===== src/core/hbwd_params.svh =====
// constants for the high-bandwidth side-channel decoder
// assumes a 100 MHz core clock and a link word of 27 bits
`ifndef HBWD_PARAMS_SVH
`define HBWD_PARAMS_SVH
`define HBWD_WORD_BITS      27
`define HBWD_VID_BITS       24
`define HBWD_POS_AUDIO      24
`define HBWD_POS_FWD        25
`define HBWD_POS_PARITY     26
`define HBWD_PKT_TAG        8'hA5
`define HBWD_PKT_KIND_SYNC  4'h1
`define HBWD_PKT_KIND_AUX   4'h2
`define HBWD_CLK_MHZ        100
`define HBWD_MAX_PCLK_MHZ   104
`define HBWD_OSC_DIV_RST    16'h0010
`define HBWD_A_ADDR_CTRL    32'h0000_0000
`define HBWD_A_ADDR_STAT    32'h0000_0004
`define HBWD_A_ADDR_VIDEO   32'h0000_0008
`define HBWD_A_ADDR_RATE    32'h0000_000C
`define HBWD_CTRL_RST       32'h0000_0003
`endif


===== src/core/hbwd_pkg.sv =====
// types for the high-bandwidth side-channel decoder
// assumes nothing beyond the params header
package hbwd_pkg;
	typedef enum logic [1:0] {
		HBWD_A_IDLE = 2'b00,
		HBWD_A_SYNC = 2'b01,
		HBWD_A_DATA = 2'b10
	} hbwd_aud_t;
endpackage : hbwd_pkg


===== src/core/hbwd_decode.sv =====
// side-channel decoder: sync/enable/aux packets, audio stream, i2s output
// assumes a recovered 27-bit word with a strobe per pixel slot, AHB-Lite host
`include "hbwd_params.svh"

// Function
// - high-bandwidth mode takes a 27-bit word with 24-bit video, up to 104MHz
// - high-bandwidth packet decoding only when bus_width_select is left open; audio and side bits decoded in either mode
// - sync, enable and aux lines come from packets, not fixed bits
// - one packet slot sits before rise and after fall of sync/enable
// - aux packet replaces the slot before the sampled aux change
// - aux sampled always while enable low, only on sync edges otherwise
// - audio 8 to 192kHz, 8-32 bit I2S words or 64-256 bit TDM frames
// - audio arrives as one bit per word, synchronous with pixel clock
// - decoded audio words are written into a FIFO
// - output rate measured on internal oscillator, output driven as I2S
// - audio enabled after reset; disabled makes SD an aux control bit
// - spread spectrum does not change output audio rate
// - TDM, stereo I2S and nonstandard frames all accepted
// - data_rate_select clear doubles the pixel clock against set
// - bits 23:0 video or packet; 24 audio, 25 forward control, 26 parity
module hbwd_decode #(
	parameter int FIFO_DEPTH = 16,
	parameter int WORD_W     = 32
) (
	input  wire logic                  clk_in,
	input  wire logic                  rst_n_in,
	input  wire logic                  ce_in,
	input  wire logic                  link_clk_in,
	input  wire logic [26:0]           link_word_in,
	input  wire logic                  bus_width_open_in,
	input  wire logic                  hsel_in,
	input  wire logic [31:0]           haddr_in,
	input  wire logic [1:0]            htrans_in,
	input  wire logic                  hwrite_in,
	input  wire logic [2:0]            hsize_in,
	input  wire logic [31:0]           hwdata_in,
	input  wire logic                  hready_in,
	output logic [31:0]                hrdata_out,
	output logic                       hreadyout_out,
	output logic                       hresp_out,
	output logic                       horizontal_sync_out,
	output logic                       vertical_sync_out,
	output logic                       data_enable_out,
	output logic [3:0]                 aux_control_lines_out,
	output logic                       aux_sd_out,
	output logic                       fwd_ctrl_out,
	output logic                       parity_err_out,
	output logic                       i2s_sck_out,
	output logic                       i2s_ws_out,
	output logic                       i2s_sd_out
);
	localparam int AW = $clog2(FIFO_DEPTH);
	if (FIFO_DEPTH < 2 || (FIFO_DEPTH & (FIFO_DEPTH - 1)) != 0 || WORD_W < 8 || WORD_W > 32) begin : g_bad_params
		$error("hbwd_decode: unsupported parameters");
	end

	// link clock: three flops, edge counts when stages 2 and 3 agree
	logic [2:0] lclk_sync_r;
	logic       lclk_level_r;
	logic       word_stb;
	always_ff @(posedge clk_in) begin
		if (!rst_n_in) begin
			lclk_sync_r  <= 3'h0;
			lclk_level_r <= 1'b0;
		end else if (ce_in) begin
			lclk_sync_r <= {lclk_sync_r[1:0], link_clk_in};
			if (lclk_sync_r[1] == lclk_sync_r[2])
				lclk_level_r <= lclk_sync_r[2];
		end
	end
	assign word_stb = ce_in && (lclk_sync_r[1] == lclk_sync_r[2]) && lclk_sync_r[2] && !lclk_level_r;

	// word is stable across a link period, so capture it on the found edge
	logic [26:0] word_r;
	logic        word_v_r;
	always_ff @(posedge clk_in) begin
		if (!rst_n_in) begin
			word_r   <= 27'h000_0000;
			word_v_r <= 1'b0;
		end else if (ce_in) begin
			word_v_r <= word_stb;
			if (word_stb)
				word_r <= link_word_in;
		end
	end

	// software control and status
	logic [31:0] ctrl_r;
	logic        hbw_mode;
	logic        audio_en;
	// bus width pin is a board level: three flops, level counts when stages 2 and 3 agree
	logic [2:0] bwo_sync_r;
	logic       hbw_mode_r;
	always_ff @(posedge clk_in) begin
		if (!rst_n_in) begin
			bwo_sync_r <= 3'h0;
			hbw_mode_r <= 1'b0;
		end else if (ce_in) begin
			bwo_sync_r <= {bwo_sync_r[1:0], bus_width_open_in};
			if (bwo_sync_r[1] == bwo_sync_r[2])
				hbw_mode_r <= bwo_sync_r[2];
		end
	end
	assign hbw_mode = hbw_mode_r;
	assign audio_en = ctrl_r[0];

	function automatic logic is_pkt(input logic [23:0] v, input logic [3:0] kind);
		is_pkt = (v[23:16] == `HBWD_PKT_TAG) && (v[15:12] == kind);
	endfunction : is_pkt

	// packet decode: levels hold until the next packet
	always_ff @(posedge clk_in) begin
		if (!rst_n_in) begin
			horizontal_sync_out   <= 1'b0;
			vertical_sync_out     <= 1'b0;
			data_enable_out       <= 1'b0;
			aux_control_lines_out <= 4'h0;
		end else if (ce_in && word_v_r && hbw_mode) begin
			if (is_pkt(word_r[`HBWD_VID_BITS-1:0], `HBWD_PKT_KIND_SYNC)) begin
				horizontal_sync_out <= word_r[0];
				vertical_sync_out   <= word_r[1];
				data_enable_out     <= word_r[2];
			end else if (is_pkt(word_r[`HBWD_VID_BITS-1:0], `HBWD_PKT_KIND_AUX)) begin
				aux_control_lines_out <= word_r[3:0];
			end
		end
	end

	// side bits of each word
	always_ff @(posedge clk_in) begin
		if (!rst_n_in) begin
			aux_sd_out     <= 1'b0;
			fwd_ctrl_out   <= 1'b0;
			parity_err_out <= 1'b0;
		end else if (ce_in && word_v_r) begin
			fwd_ctrl_out   <= word_r[`HBWD_POS_FWD];
			parity_err_out <= ^word_r[`HBWD_WORD_BITS-1:0];
			if (!audio_en)
				aux_sd_out <= word_r[`HBWD_POS_AUDIO];
		end
	end

	// audio stream: start bit then WORD_W data bits, msb first
	hbwd_pkg::hbwd_aud_t   aud_st_r;
	logic [5:0]            aud_cnt_r;
	logic [WORD_W-1:0]     aud_sh_r;
	logic                  fifo_push;
	logic                  abit;
	assign abit = word_r[`HBWD_POS_AUDIO];
	always_ff @(posedge clk_in) begin
		if (!rst_n_in) begin
			aud_st_r  <= hbwd_pkg::HBWD_A_IDLE;
			aud_cnt_r <= 6'h00;
			aud_sh_r  <= '0;
		end else if (ce_in && word_v_r && audio_en) begin
			case (aud_st_r)
				hbwd_pkg::HBWD_A_IDLE: begin
					if (abit)
						aud_st_r <= hbwd_pkg::HBWD_A_DATA;
					aud_cnt_r <= 6'h00;
				end
				hbwd_pkg::HBWD_A_DATA: begin
					aud_sh_r  <= {aud_sh_r[WORD_W-2:0], abit};
					aud_cnt_r <= aud_cnt_r + 6'h01;
					if (aud_cnt_r == 6'(WORD_W - 1))
						aud_st_r <= hbwd_pkg::HBWD_A_IDLE;
				end
				default: aud_st_r <= hbwd_pkg::HBWD_A_IDLE;
			endcase
		end
	end
	assign fifo_push = ce_in && word_v_r && audio_en && (aud_st_r == hbwd_pkg::HBWD_A_DATA)
		&& (aud_cnt_r == 6'(WORD_W - 1));

	// audio word fifo; overflow drops, underflow keeps the shifted-out register (last word's lsb, then zeros)
	logic [WORD_W-1:0] mem_r [FIFO_DEPTH];
	logic [AW:0]       wp_r;
	logic [AW:0]       rp_r;
	logic              full;
	logic              empty;
	logic              fifo_pop;
	assign full  = (wp_r[AW] != rp_r[AW]) && (wp_r[AW-1:0] == rp_r[AW-1:0]);
	assign empty = (wp_r == rp_r);
	always_ff @(posedge clk_in) begin
		if (!rst_n_in) begin
			wp_r <= '0;
		end else if (fifo_push && !full) begin
			mem_r[wp_r[AW-1:0]] <= {aud_sh_r[WORD_W-2:0], abit};
			wp_r                <= wp_r + 1'b1;
		end
	end
	always_ff @(posedge clk_in) begin
		if (!rst_n_in)
			rp_r <= '0;
		else if (fifo_pop && !empty)
			rp_r <= rp_r + 1'b1;
	end

	// rate measurement: core clock cycles between words, averaged
	logic [15:0] gap_cnt_r;
	logic [15:0] rate_div_r;
	always_ff @(posedge clk_in) begin
		if (!rst_n_in) begin
			gap_cnt_r  <= 16'h0000;
			rate_div_r <= `HBWD_OSC_DIV_RST;
		end else if (ce_in) begin
			if (fifo_push) begin
				gap_cnt_r <= 16'h0000;
				// smoothing filter; spread spectrum jitter averages out
				rate_div_r <= 16'((32'(rate_div_r) * 3 + 32'(gap_cnt_r / 16'(2 * WORD_W))) >> 2);
			end else if (gap_cnt_r != 16'hFFFF) begin
				gap_cnt_r <= gap_cnt_r + 16'h0001;
			end
		end
	end

	// i2s output: sck half period from measured rate, ws 50 percent
	logic [15:0]       div_cnt_r;
	logic [4:0]        bit_r;
	logic [WORD_W-1:0] out_sh_r;
	logic              sck_fall;
	assign sck_fall = ce_in && i2s_sck_out && (div_cnt_r == 16'h0000);
	assign fifo_pop = sck_fall && (bit_r == 5'(WORD_W - 1)) && i2s_ws_out;
	always_ff @(posedge clk_in) begin
		if (!rst_n_in) begin
			div_cnt_r   <= 16'h0000;
			i2s_sck_out <= 1'b0;
		end else if (ce_in) begin
			if (div_cnt_r == 16'h0000) begin
				div_cnt_r   <= (rate_div_r > 16'h0001) ? rate_div_r - 16'h0001 : 16'h0000;
				i2s_sck_out <= !i2s_sck_out;
			end else begin
				div_cnt_r <= div_cnt_r - 16'h0001;
			end
		end
	end
	always_ff @(posedge clk_in) begin
		if (!rst_n_in) begin
			bit_r      <= 5'h00;
			i2s_ws_out <= 1'b0;
			i2s_sd_out <= 1'b0;
			out_sh_r   <= '0;
		end else if (sck_fall) begin
			i2s_sd_out <= out_sh_r[WORD_W-1];
			if (bit_r == 5'(WORD_W - 1)) begin
				bit_r      <= 5'h00;
				i2s_ws_out <= !i2s_ws_out;
				out_sh_r   <= empty ? out_sh_r : mem_r[rp_r[AW-1:0]];
			end else begin
				bit_r    <= bit_r + 5'h01;
				out_sh_r <= {out_sh_r[WORD_W-2:0], 1'b0};
			end
		end
	end

	// AHB-Lite slave, zero wait states, always OKAY
	logic        dp_wr_r;
	logic        dp_rd_r;
	logic [31:0] dp_addr_r;
	logic        ap_take;
	assign ap_take = hsel_in && htrans_in[1] && hready_in;
	assign hreadyout_out = 1'b1;
	assign hresp_out     = 1'b0;
	always_ff @(posedge clk_in) begin
		if (!rst_n_in) begin
			dp_wr_r   <= 1'b0;
			dp_rd_r   <= 1'b0;
			dp_addr_r <= 32'h0000_0000;
		end else if (ce_in) begin
			dp_wr_r   <= ap_take && hwrite_in;
			dp_rd_r   <= ap_take && !hwrite_in;
			dp_addr_r <= haddr_in;
		end
	end
	always_ff @(posedge clk_in) begin
		if (!rst_n_in)
			ctrl_r <= `HBWD_CTRL_RST;
		else if (ce_in && dp_wr_r && dp_addr_r == `HBWD_A_ADDR_CTRL)
			ctrl_r <= {30'h0000_0000, hwdata_in[1:0]};
	end
	always_comb begin
		if (dp_addr_r == `HBWD_A_ADDR_CTRL)
			hrdata_out = ctrl_r;
		else if (dp_addr_r == `HBWD_A_ADDR_STAT)
			hrdata_out = {26'h000_0000, full, empty, parity_err_out, hbw_mode, audio_en, data_enable_out};
		else if (dp_addr_r == `HBWD_A_ADDR_VIDEO)
			hrdata_out = {5'h00, word_r};
		else if (dp_addr_r == `HBWD_A_ADDR_RATE)
			hrdata_out = {16'h0000, rate_div_r};
		else
			hrdata_out = 32'h0000_0000;
		if (!dp_rd_r)
			hrdata_out = 32'h0000_0000;
	end

	// checks
	a_sync_hold: assert property (@(posedge clk_in) disable iff (!rst_n_in)
		!(word_v_r && ce_in) |=> $stable(horizontal_sync_out) && $stable(data_enable_out))
		else $error("sync level moved without a word");
	a_aux_hold: assert property (@(posedge clk_in) disable iff (!rst_n_in)
		!(word_v_r && ce_in) |=> $stable(aux_control_lines_out))
		else $error("aux lines moved without a word");
	a_mode_gate: assert property (@(posedge clk_in) disable iff (!rst_n_in)
		!hbw_mode |=> $stable(vertical_sync_out))
		else $error("decode outside high-bandwidth mode");
	a_mode_follow: assert property (@(posedge clk_in) disable iff (!rst_n_in)
		ce_in && bwo_sync_r[1] == bwo_sync_r[2] |=> hbw_mode == $past(bwo_sync_r[2]))
		else $error("mode does not follow settled pin");
	a_sync_decode: assert property (@(posedge clk_in) disable iff (!rst_n_in)
		ce_in && word_v_r && hbw_mode && is_pkt(word_r[23:0], `HBWD_PKT_KIND_SYNC)
		|=> horizontal_sync_out == $past(word_r[0]) && vertical_sync_out == $past(word_r[1]))
		else $error("sync packet not decoded");
	a_aux_decode: assert property (@(posedge clk_in) disable iff (!rst_n_in)
		ce_in && word_v_r && hbw_mode && is_pkt(word_r[23:0], `HBWD_PKT_KIND_AUX)
		|=> aux_control_lines_out == $past(word_r[3:0]))
		else $error("aux packet not decoded");
	a_fwd_bit: assert property (@(posedge clk_in) disable iff (!rst_n_in)
		ce_in && word_v_r |=> fwd_ctrl_out == $past(word_r[25]))
		else $error("forward control bit wrong");
	a_parity_flag: assert property (@(posedge clk_in) disable iff (!rst_n_in)
		ce_in && word_v_r |=> parity_err_out == $past(^word_r))
		else $error("parity flag wrong");
	a_fifo_write: assert property (@(posedge clk_in) disable iff (!rst_n_in)
		fifo_push && !full |=> !empty)
		else $error("fifo write lost");
	a_fifo_drop: assert property (@(posedge clk_in) disable iff (!rst_n_in)
		full |=> $stable(wp_r))
		else $error("full fifo overwritten");
	a_sd_aux: assert property (@(posedge clk_in) disable iff (!rst_n_in)
		ce_in && word_v_r && !audio_en |=> aux_sd_out == $past(word_r[24]))
		else $error("sd not used as aux bit");
	a_audio_idle: assert property (@(posedge clk_in) disable iff (!rst_n_in)
		!audio_en |=> $stable(aud_st_r) && $stable(wp_r))
		else $error("audio decoded while disabled");
	a_ws_toggle: assert property (@(posedge clk_in) disable iff (!rst_n_in)
		$changed(i2s_ws_out) |-> $past(bit_r) == 5'(WORD_W - 1))
		else $error("ws edge off frame");
	c_sync_pkt: cover property (@(posedge clk_in) $rose(data_enable_out));
	c_aux_pkt: cover property (@(posedge clk_in) $changed(aux_control_lines_out));
	c_fifo_full: cover property (@(posedge clk_in) full);
	c_ws_edge: cover property (@(posedge clk_in) $rose(i2s_ws_out));
	c_audio_word: cover property (@(posedge clk_in) fifo_push);
endmodule : hbwd_decode


===== config.mk =====
export PLATFORM = sky130hd
export DESIGN_NAME = hbwd_decode
export DESIGN_NICKNAME = d
export VERILOG_FILES = /design/src/core/hbwd_pkg.sv /design/src/core/hbwd_decode.sv
export VERILOG_INCLUDE_DIRS = /design/src /design/src/core
export SDC_FILE = /design/constraint.sdc
export NUM_CORES = 1
export LEC_CHECK = 0
export BUFFER_PORTS_ARGS = -buffer_cell sky130_fd_sc_hd__buf_2
export CAP_MARGIN = 20
export CORE_MARGIN = 8
export CORE_UTILIZATION = 25
export CTS_BUF_LIST = sky130_fd_sc_hd__clkbuf_16
export DETAILED_ROUTE_END_ITERATION = 8
export SYNTH_ARGS = -nofsm -noshare
export SYNTH_HDL_FRONTEND = slang
export SYNTH_SLANG_ARGS = --single-unit

===== constraint.sdc =====
create_clock -name clk_in -period 4.15 [get_ports clk_in]
set_clock_uncertainty 0.1 [all_clocks]
set_input_delay 0 -clock clk_in [delete_from_list [all_inputs] [get_ports clk_in]]
set_output_delay 0 -clock clk_in [all_outputs]
set_load 0.05 [all_outputs]

==> metrics, run 1 <==
RSZ-0062 raised after global routing no; Placer Congestion 0.796; fin util 0.302; CTS tree built; slowest cell delay on critical path 0.58 ns; die area 135000 um2; largest net degree at the start of global routing 86; Pleak 13.2 nW; delay-heaviest family, CP simple AND/OR/NAND/NOR gates; I/O pins 151; flop-to-flop setup slack 0.84 ns; Overflow after GRT 0; Seq/Total Area, Yosys 0.644; Hold WS 0.0506 ns; CP max FO 11; vias after detailed routing 18176; CTS sink count 734; clock slew at reported path FFs 0.06 ns; Rel. slew slack 0.317; Hold WC Path Type input port to flop; Mapped Avg Cell Area 14.7 um2; Synth top area share 0.500; Post-Syn Area 30800 um2; Achievable Freq 294 MHz; antenna-violating nets left 0; # DRC 0; WL final 74.9 mm; vias in the first global route 18510; Inserted Diodes 0; final worst path period need 3.41 ns; detailed-router iteration count before antenna repair 6; vias per cell 4.56; ys flop type edfxtp_1; FP Rows 128; power density over cell area 415 nW/um2; post_cts resized 0; Layout Nets 2468; Mapped Cells 2096; final worst slack 0.743 ns; Buffers on Ports 109; DR iter-0 viols 1293; htree depth 3; Crit path buffers/inverters 1; Post-Place Cells 3766; Final setup viols 0; CP Cell Sequence nor4_1, nand4_1, nor2_1, nand2_1, a2111oi_0, buf_2; Seq cells post-synth 734; fin cells 3983; share of layout cells above drive strength 1 0.205; fin crit share 0.821; main area contributors after synthesis edfxtp_1, dfxtp_1, mux4_2; CP Launch Type flop; Die X 367 um; number of flops mapped to enable cells by yosys 512; placement-stage worst setup slack 0.844 ns; critical path class flop to output pin; Distinct cells, synth 75; Syn. warnings 0; endpoints failing hold 0; largest area contributor in the netlist edfxtp_1; setup_tns 0 ns; die height 367 um; Worst EP required 4.05 ns; first-pass GRT wire length 114 mm; Total GRT Usage 0.107; CTS root buf clkbuf_16; initial antenna violation count 0; Max-Cap Viols 0; synthesis-to-finish area growth 19.7%; worst-margin pin slew 1.02 ns; HPWL Detailed 44.8 mm; Async S/R FF share, synth 0; CP Capture Type output pin; Num CTS Buffers 77; wire per inst 18.8 um; core box area 122000 um2; worst-case vdd ir drop 0.363 mV; status completed; clock latency on the worst-skew pair 0.63 ns; slowest stage cell, crit path a2111oi_0; Slew Limit Fails 0; clock buffer depth 3; Initial Util 0.252; WP data arrival 3.31 ns
==> stage by stage <==
stage,instance area [um2],power [mW]
floorplan,30800,8.41
global placement,33600,8.54
detailed placement,33600,8.54
CTS,36800,15.4
global route,36800,15.8
finish,36800,15.3
==> cells by family after synthesis <==
logic type,count (synthesis),synth area share
flip-flops,734,0.644
AND/OR/NAND/NOR,536,0.0820
AO/OA/AOI/OAI,260,0.0517
multiplexers,260,0.150
buffers and inverters,172,0.0236
adder cells (fa/ha/maj),70,0.0309
XOR/XNOR,62,0.0177
other,2,0.000244
==> cell usage after synthesis (all sizes together) (8+ instances only) <==
library cell	instances
ha	60
buf	52
nor4	15
nor2	167
o21ai	43
fa	10
a211oi	30
xor2	22
dfxtp	222
nand3	48
inv	48
and3	11
nand2	183
a31oi	12
xnor2	40
nand4	32
nor3	31
nand2b	8
mux2i	98
mux4	160
and2	13
clkbuf	72
a21oi	120
edfxtp	512
==> final timing paths <==
| path | startpoint | to | depth (start not counted) |
|---|---|---|---|
| max | dp_addr_r[26] | hrdata_out[1] | 6 |
| min | haddr_in[26] | dp_addr_r[26] | 4 |
| max reg2reg | aud_cnt_r[0] | mem_r[11][30] | 7 |
| min reg2reg | word_r[17] | word_r[17] | 2 |
==> what timing repair did <==
item                                    4_1_cts  5_1_grt
endpoints found under the setup margin        0        0
setup buffers                                 0        0
hold buffers                                 74        0
hold endpoints to repair                     76        0
==> layer usage <==
metal / part of all wire / wire length (um) / global-route usage / vias to the layer above
met5: 0 / 0 / 0 / -
met4: 0.014 / 1070 / 0.0198 / 0
met3: 0.045 / 3340 / 0.0187 / 89
met2: 0.50 / 37500 / 0.188 / 407
met1: 0.44 / 32900 / 0.140 / 9313
li1: - / - / - / 8367
==> power by group <==
part           total [mW]  internal [mW]  switching [mW]
clock                6.83           3.89            2.94
combinational       0.578          0.249           0.330
sequential           7.87           7.79          0.0732
total                15.3           11.9            3.34
==> worst register-to-register path, delay by kind of cell, from the launching register on <==
family          cells  cell delay (ns)
compound gates      1             0.38
fa+ha+maj           1             0.22
buf+inv             1             0.29
flops               1             0.37
simple gates        4             1.62
==> area by class of cell <==
| type | count | area [um2] |
|---|---|---|
| multi-input combinational | 1195 | 10400 |
| tap | 1625 | 2030 |
| sequential | 734 | 19800 |
| timing repair buffer | 238 | 1850 |
| clock inverter | 64 | 552 |
| fill | 12000 | 85100 |
| clock buffer | 79 | 1980 |
| inverter | 48 | 185 |
==> cell usage in the layout (no fill, tap or decap), drive strengths merged, types with 30 or more instances in the layout <==
cell	instances
a211oi	30
a21oi	120
buf	164
clkbuf	79
clkinv	34
dfxtp	222
dlygate4sd3	74
edfxtp	512
ha	60
inv	69
mux2i	98
mux4	160
nand2	183
nand3	48
nand4	32
nor2	167
nor3	31
o21ai	43
xnor2	40
==> flip-flops by register name, summed over array words and instances (netlist names), 2 cells and up, named ones only <==
| register | flops |
|---|---|
| aud_cnt_r | 6 |
| aud_sh_r | 31 |
| aux_control_lines_out | 4 |
| bit_r | 5 |
| bwo_sync_r | 3 |
| ctrl_r | 2 |
| div_cnt_r | 16 |
| dp_addr_r | 32 |
| gap_cnt_r | 16 |
| lclk_sync_r | 3 |
| mem_r | 512 |
| out_sh_r | 32 |
| rate_div_r | 16 |
| rp_r | 5 |
| word_r | 27 |
| wp_r | 5 |
No activity file was read; power rests on OpenSTA's default activity.
==> run 2, diff against run 1 <==
Clock period 4.15 ns to 3.6 ns, I/O delays scaled along.
==> run 2 against run 1 <==
  * Routed wire length grew 0.83%
  * Flip-flop and latch count unchanged
  * Via count increased by 0.91%
  * Power increased by 14%
  * Cell area grew 1.3%
==> metrics, run 2 (synthesis gave the netlist of run 1 again) <==
die height 367 um; vias after detailed routing 18341; Max-Cap Viols 0; Num CTS Buffers 79; I/O pins 151; Inserted Diodes 0; CTS tree built; final worst path period need 3.21 ns; # DRC 0; die area 135000 um2; worst-margin pin slew 0.756 ns; Final setup viols 0; Worst Setup SP aud_cnt_r[0]; CP max FO 21; fin crit share 0.891; Crit path buffers/inverters 1; FP Rows 128; final worst slack 0.392 ns; Initial Util 0.252; share of layout cells above drive strength 1 0.202; commonest non-fill, non-tap cells in the layout edfxtp_1, dfxtp_1, nand2_1; clock buffer depth 3; CP Cell Sequence ha_1, nand4_1, or3_1, a21oi_2, nand3_1, nor3_4, buf_4; status completed; htree depth 3; placement-stage worst setup slack 0.366 ns; detailed-router iteration count before antenna repair 5; CP Launch Type flop; WP data arrival 3.37 ns; endpoints failing hold 0; HPWL Detailed 45.2 mm; CTS sink count 734; initial antenna violation count 1; vias in the first global route 18798; fin util 0.306; # fillers 11881; worst-case vdd ir drop 0.315 mV; Pleak 13.4 nW; Slew Limit Fails 0; Hold WC Path Type input port to flop; Rel. slew slack 0.496; clock slew at reported path FFs 0.05 ns; power density over cell area 467 nW/um2; CTS root buf clkbuf_16; DR iter-0 viols 1415; WL final 75.5 mm; vias per cell 4.54; Total GRT Usage 0.109; max reg flops 512; Hold Startpoint link_word_in[25]; slowest stage cell, crit path nor3_4; Buffers on Ports 109; CP Capture Type flop; clock latency on the worst-skew pair 0.64 ns; synthesis-to-finish area growth 21.3%; core box area 122000 um2; FF-to-FF Start aud_cnt_r[0]; critical path class flop to flop; Die X 367 um; Overflow after GRT 0; slowest cell delay on critical path 0.61 ns; wire per inst 18.7 um; antenna-violating nets left 0; setup_tns 0 ns; Worst EP required 3.76 ns; Placer Congestion 0.826; commonest non-fill, non-tap cell in the layout edfxtp_1; Layout Nets 2523; first-pass GRT wire length 115 mm; Achievable Freq 312 MHz; RSZ-0062 raised after global routing no; largest net degree at the start of global routing 84; delay-heaviest family, CP simple AND/OR/NAND/NOR gates
-- run 2: changes by cell type in the layout (fill, tap and decap cells not counted), moves of 2 or more --
cell,delta
inv_16,-2
buf_4,+9
inv_1,+5
clkinv_2,-6
bufinv_16,-4
buf_12,+2
clkbuf_16,+2
clkinv_1,+7
dlygate4sd3_1,+42
clkinv_8,+3
-- run 2: metal layers --
| layer | vias up | track usage | part of all wire |
|---|---|---|---|
| li1 | 8481 | - | - |
| met1 | 9260 | 0.141 | 0.43 |
| met2 | 484 | 0.185 | 0.49 |
| met3 | 116 | 0.0226 | 0.054 |
| met4 | 0 | 0.0276 | 0.024 |
| met5 | - | 0 | 0 |
-- run 2: worst paths after layout --
path,end,cells after the start,slack (ns)
setup reg to reg,mem_r[3][1],7,0.39
setup / recovery,mem_r[3][1],7,0.39
hold / removal,word_r[25],4,0.08
hold reg to reg,word_r[17],2,0.35
-- run 2: cell type report --
cell class | instances | area (um2) | area share
timing repair buffer | 291 | 2380 | 0.0638
tap | 1625 | 2030 | 0.0545
clock buffer | 81 | 2030 | 0.0543
inverter | 48 | 185 | 0.00496
sequential | 734 | 19800 | 0.532
multi-input combinational | 1195 | 10400 | 0.279
clock inverter | 65 | 445 | 0.0119
-- run 2: per-stage QoR --
stage               cell area (um2)  std cells  hold slack [ns]  total power [mW]
finish                        37300       4039           0.0765              17.4
global route                  37300       4039           0.0640              18.0
CTS                           37300       4039           0.0326              17.6
detailed placement            33700       3777            0.140              9.86
global placement              33700       3777            0.137              9.85
floorplan                     30800       2101           0.0285              9.70
-- run 2: report_power, final --
part	switching [mW]	internal [mW]
Sequential	0.0853	8.98
Clock	3.35	4.27
Combinational	0.394	0.333
Total	3.83	13.6
-- run 2: repair_timing --
item                       CTS  global route
hold endpoints to repair   145             0
gates resized for setup      0             1
buffers inserted             0             0
hold buffers               116             0
setup endpoints to repair    0             1
-- run 2: worst register-to-register path: stages (launching register included) --
cell	delay, ns
dfxtp_1	0.37
ha_1	0.25
nand4_1	0.16
or3_1	0.38
a21oi_2	0.25
nand3_1	0.21
nor3_4	0.61
buf_4	0.53
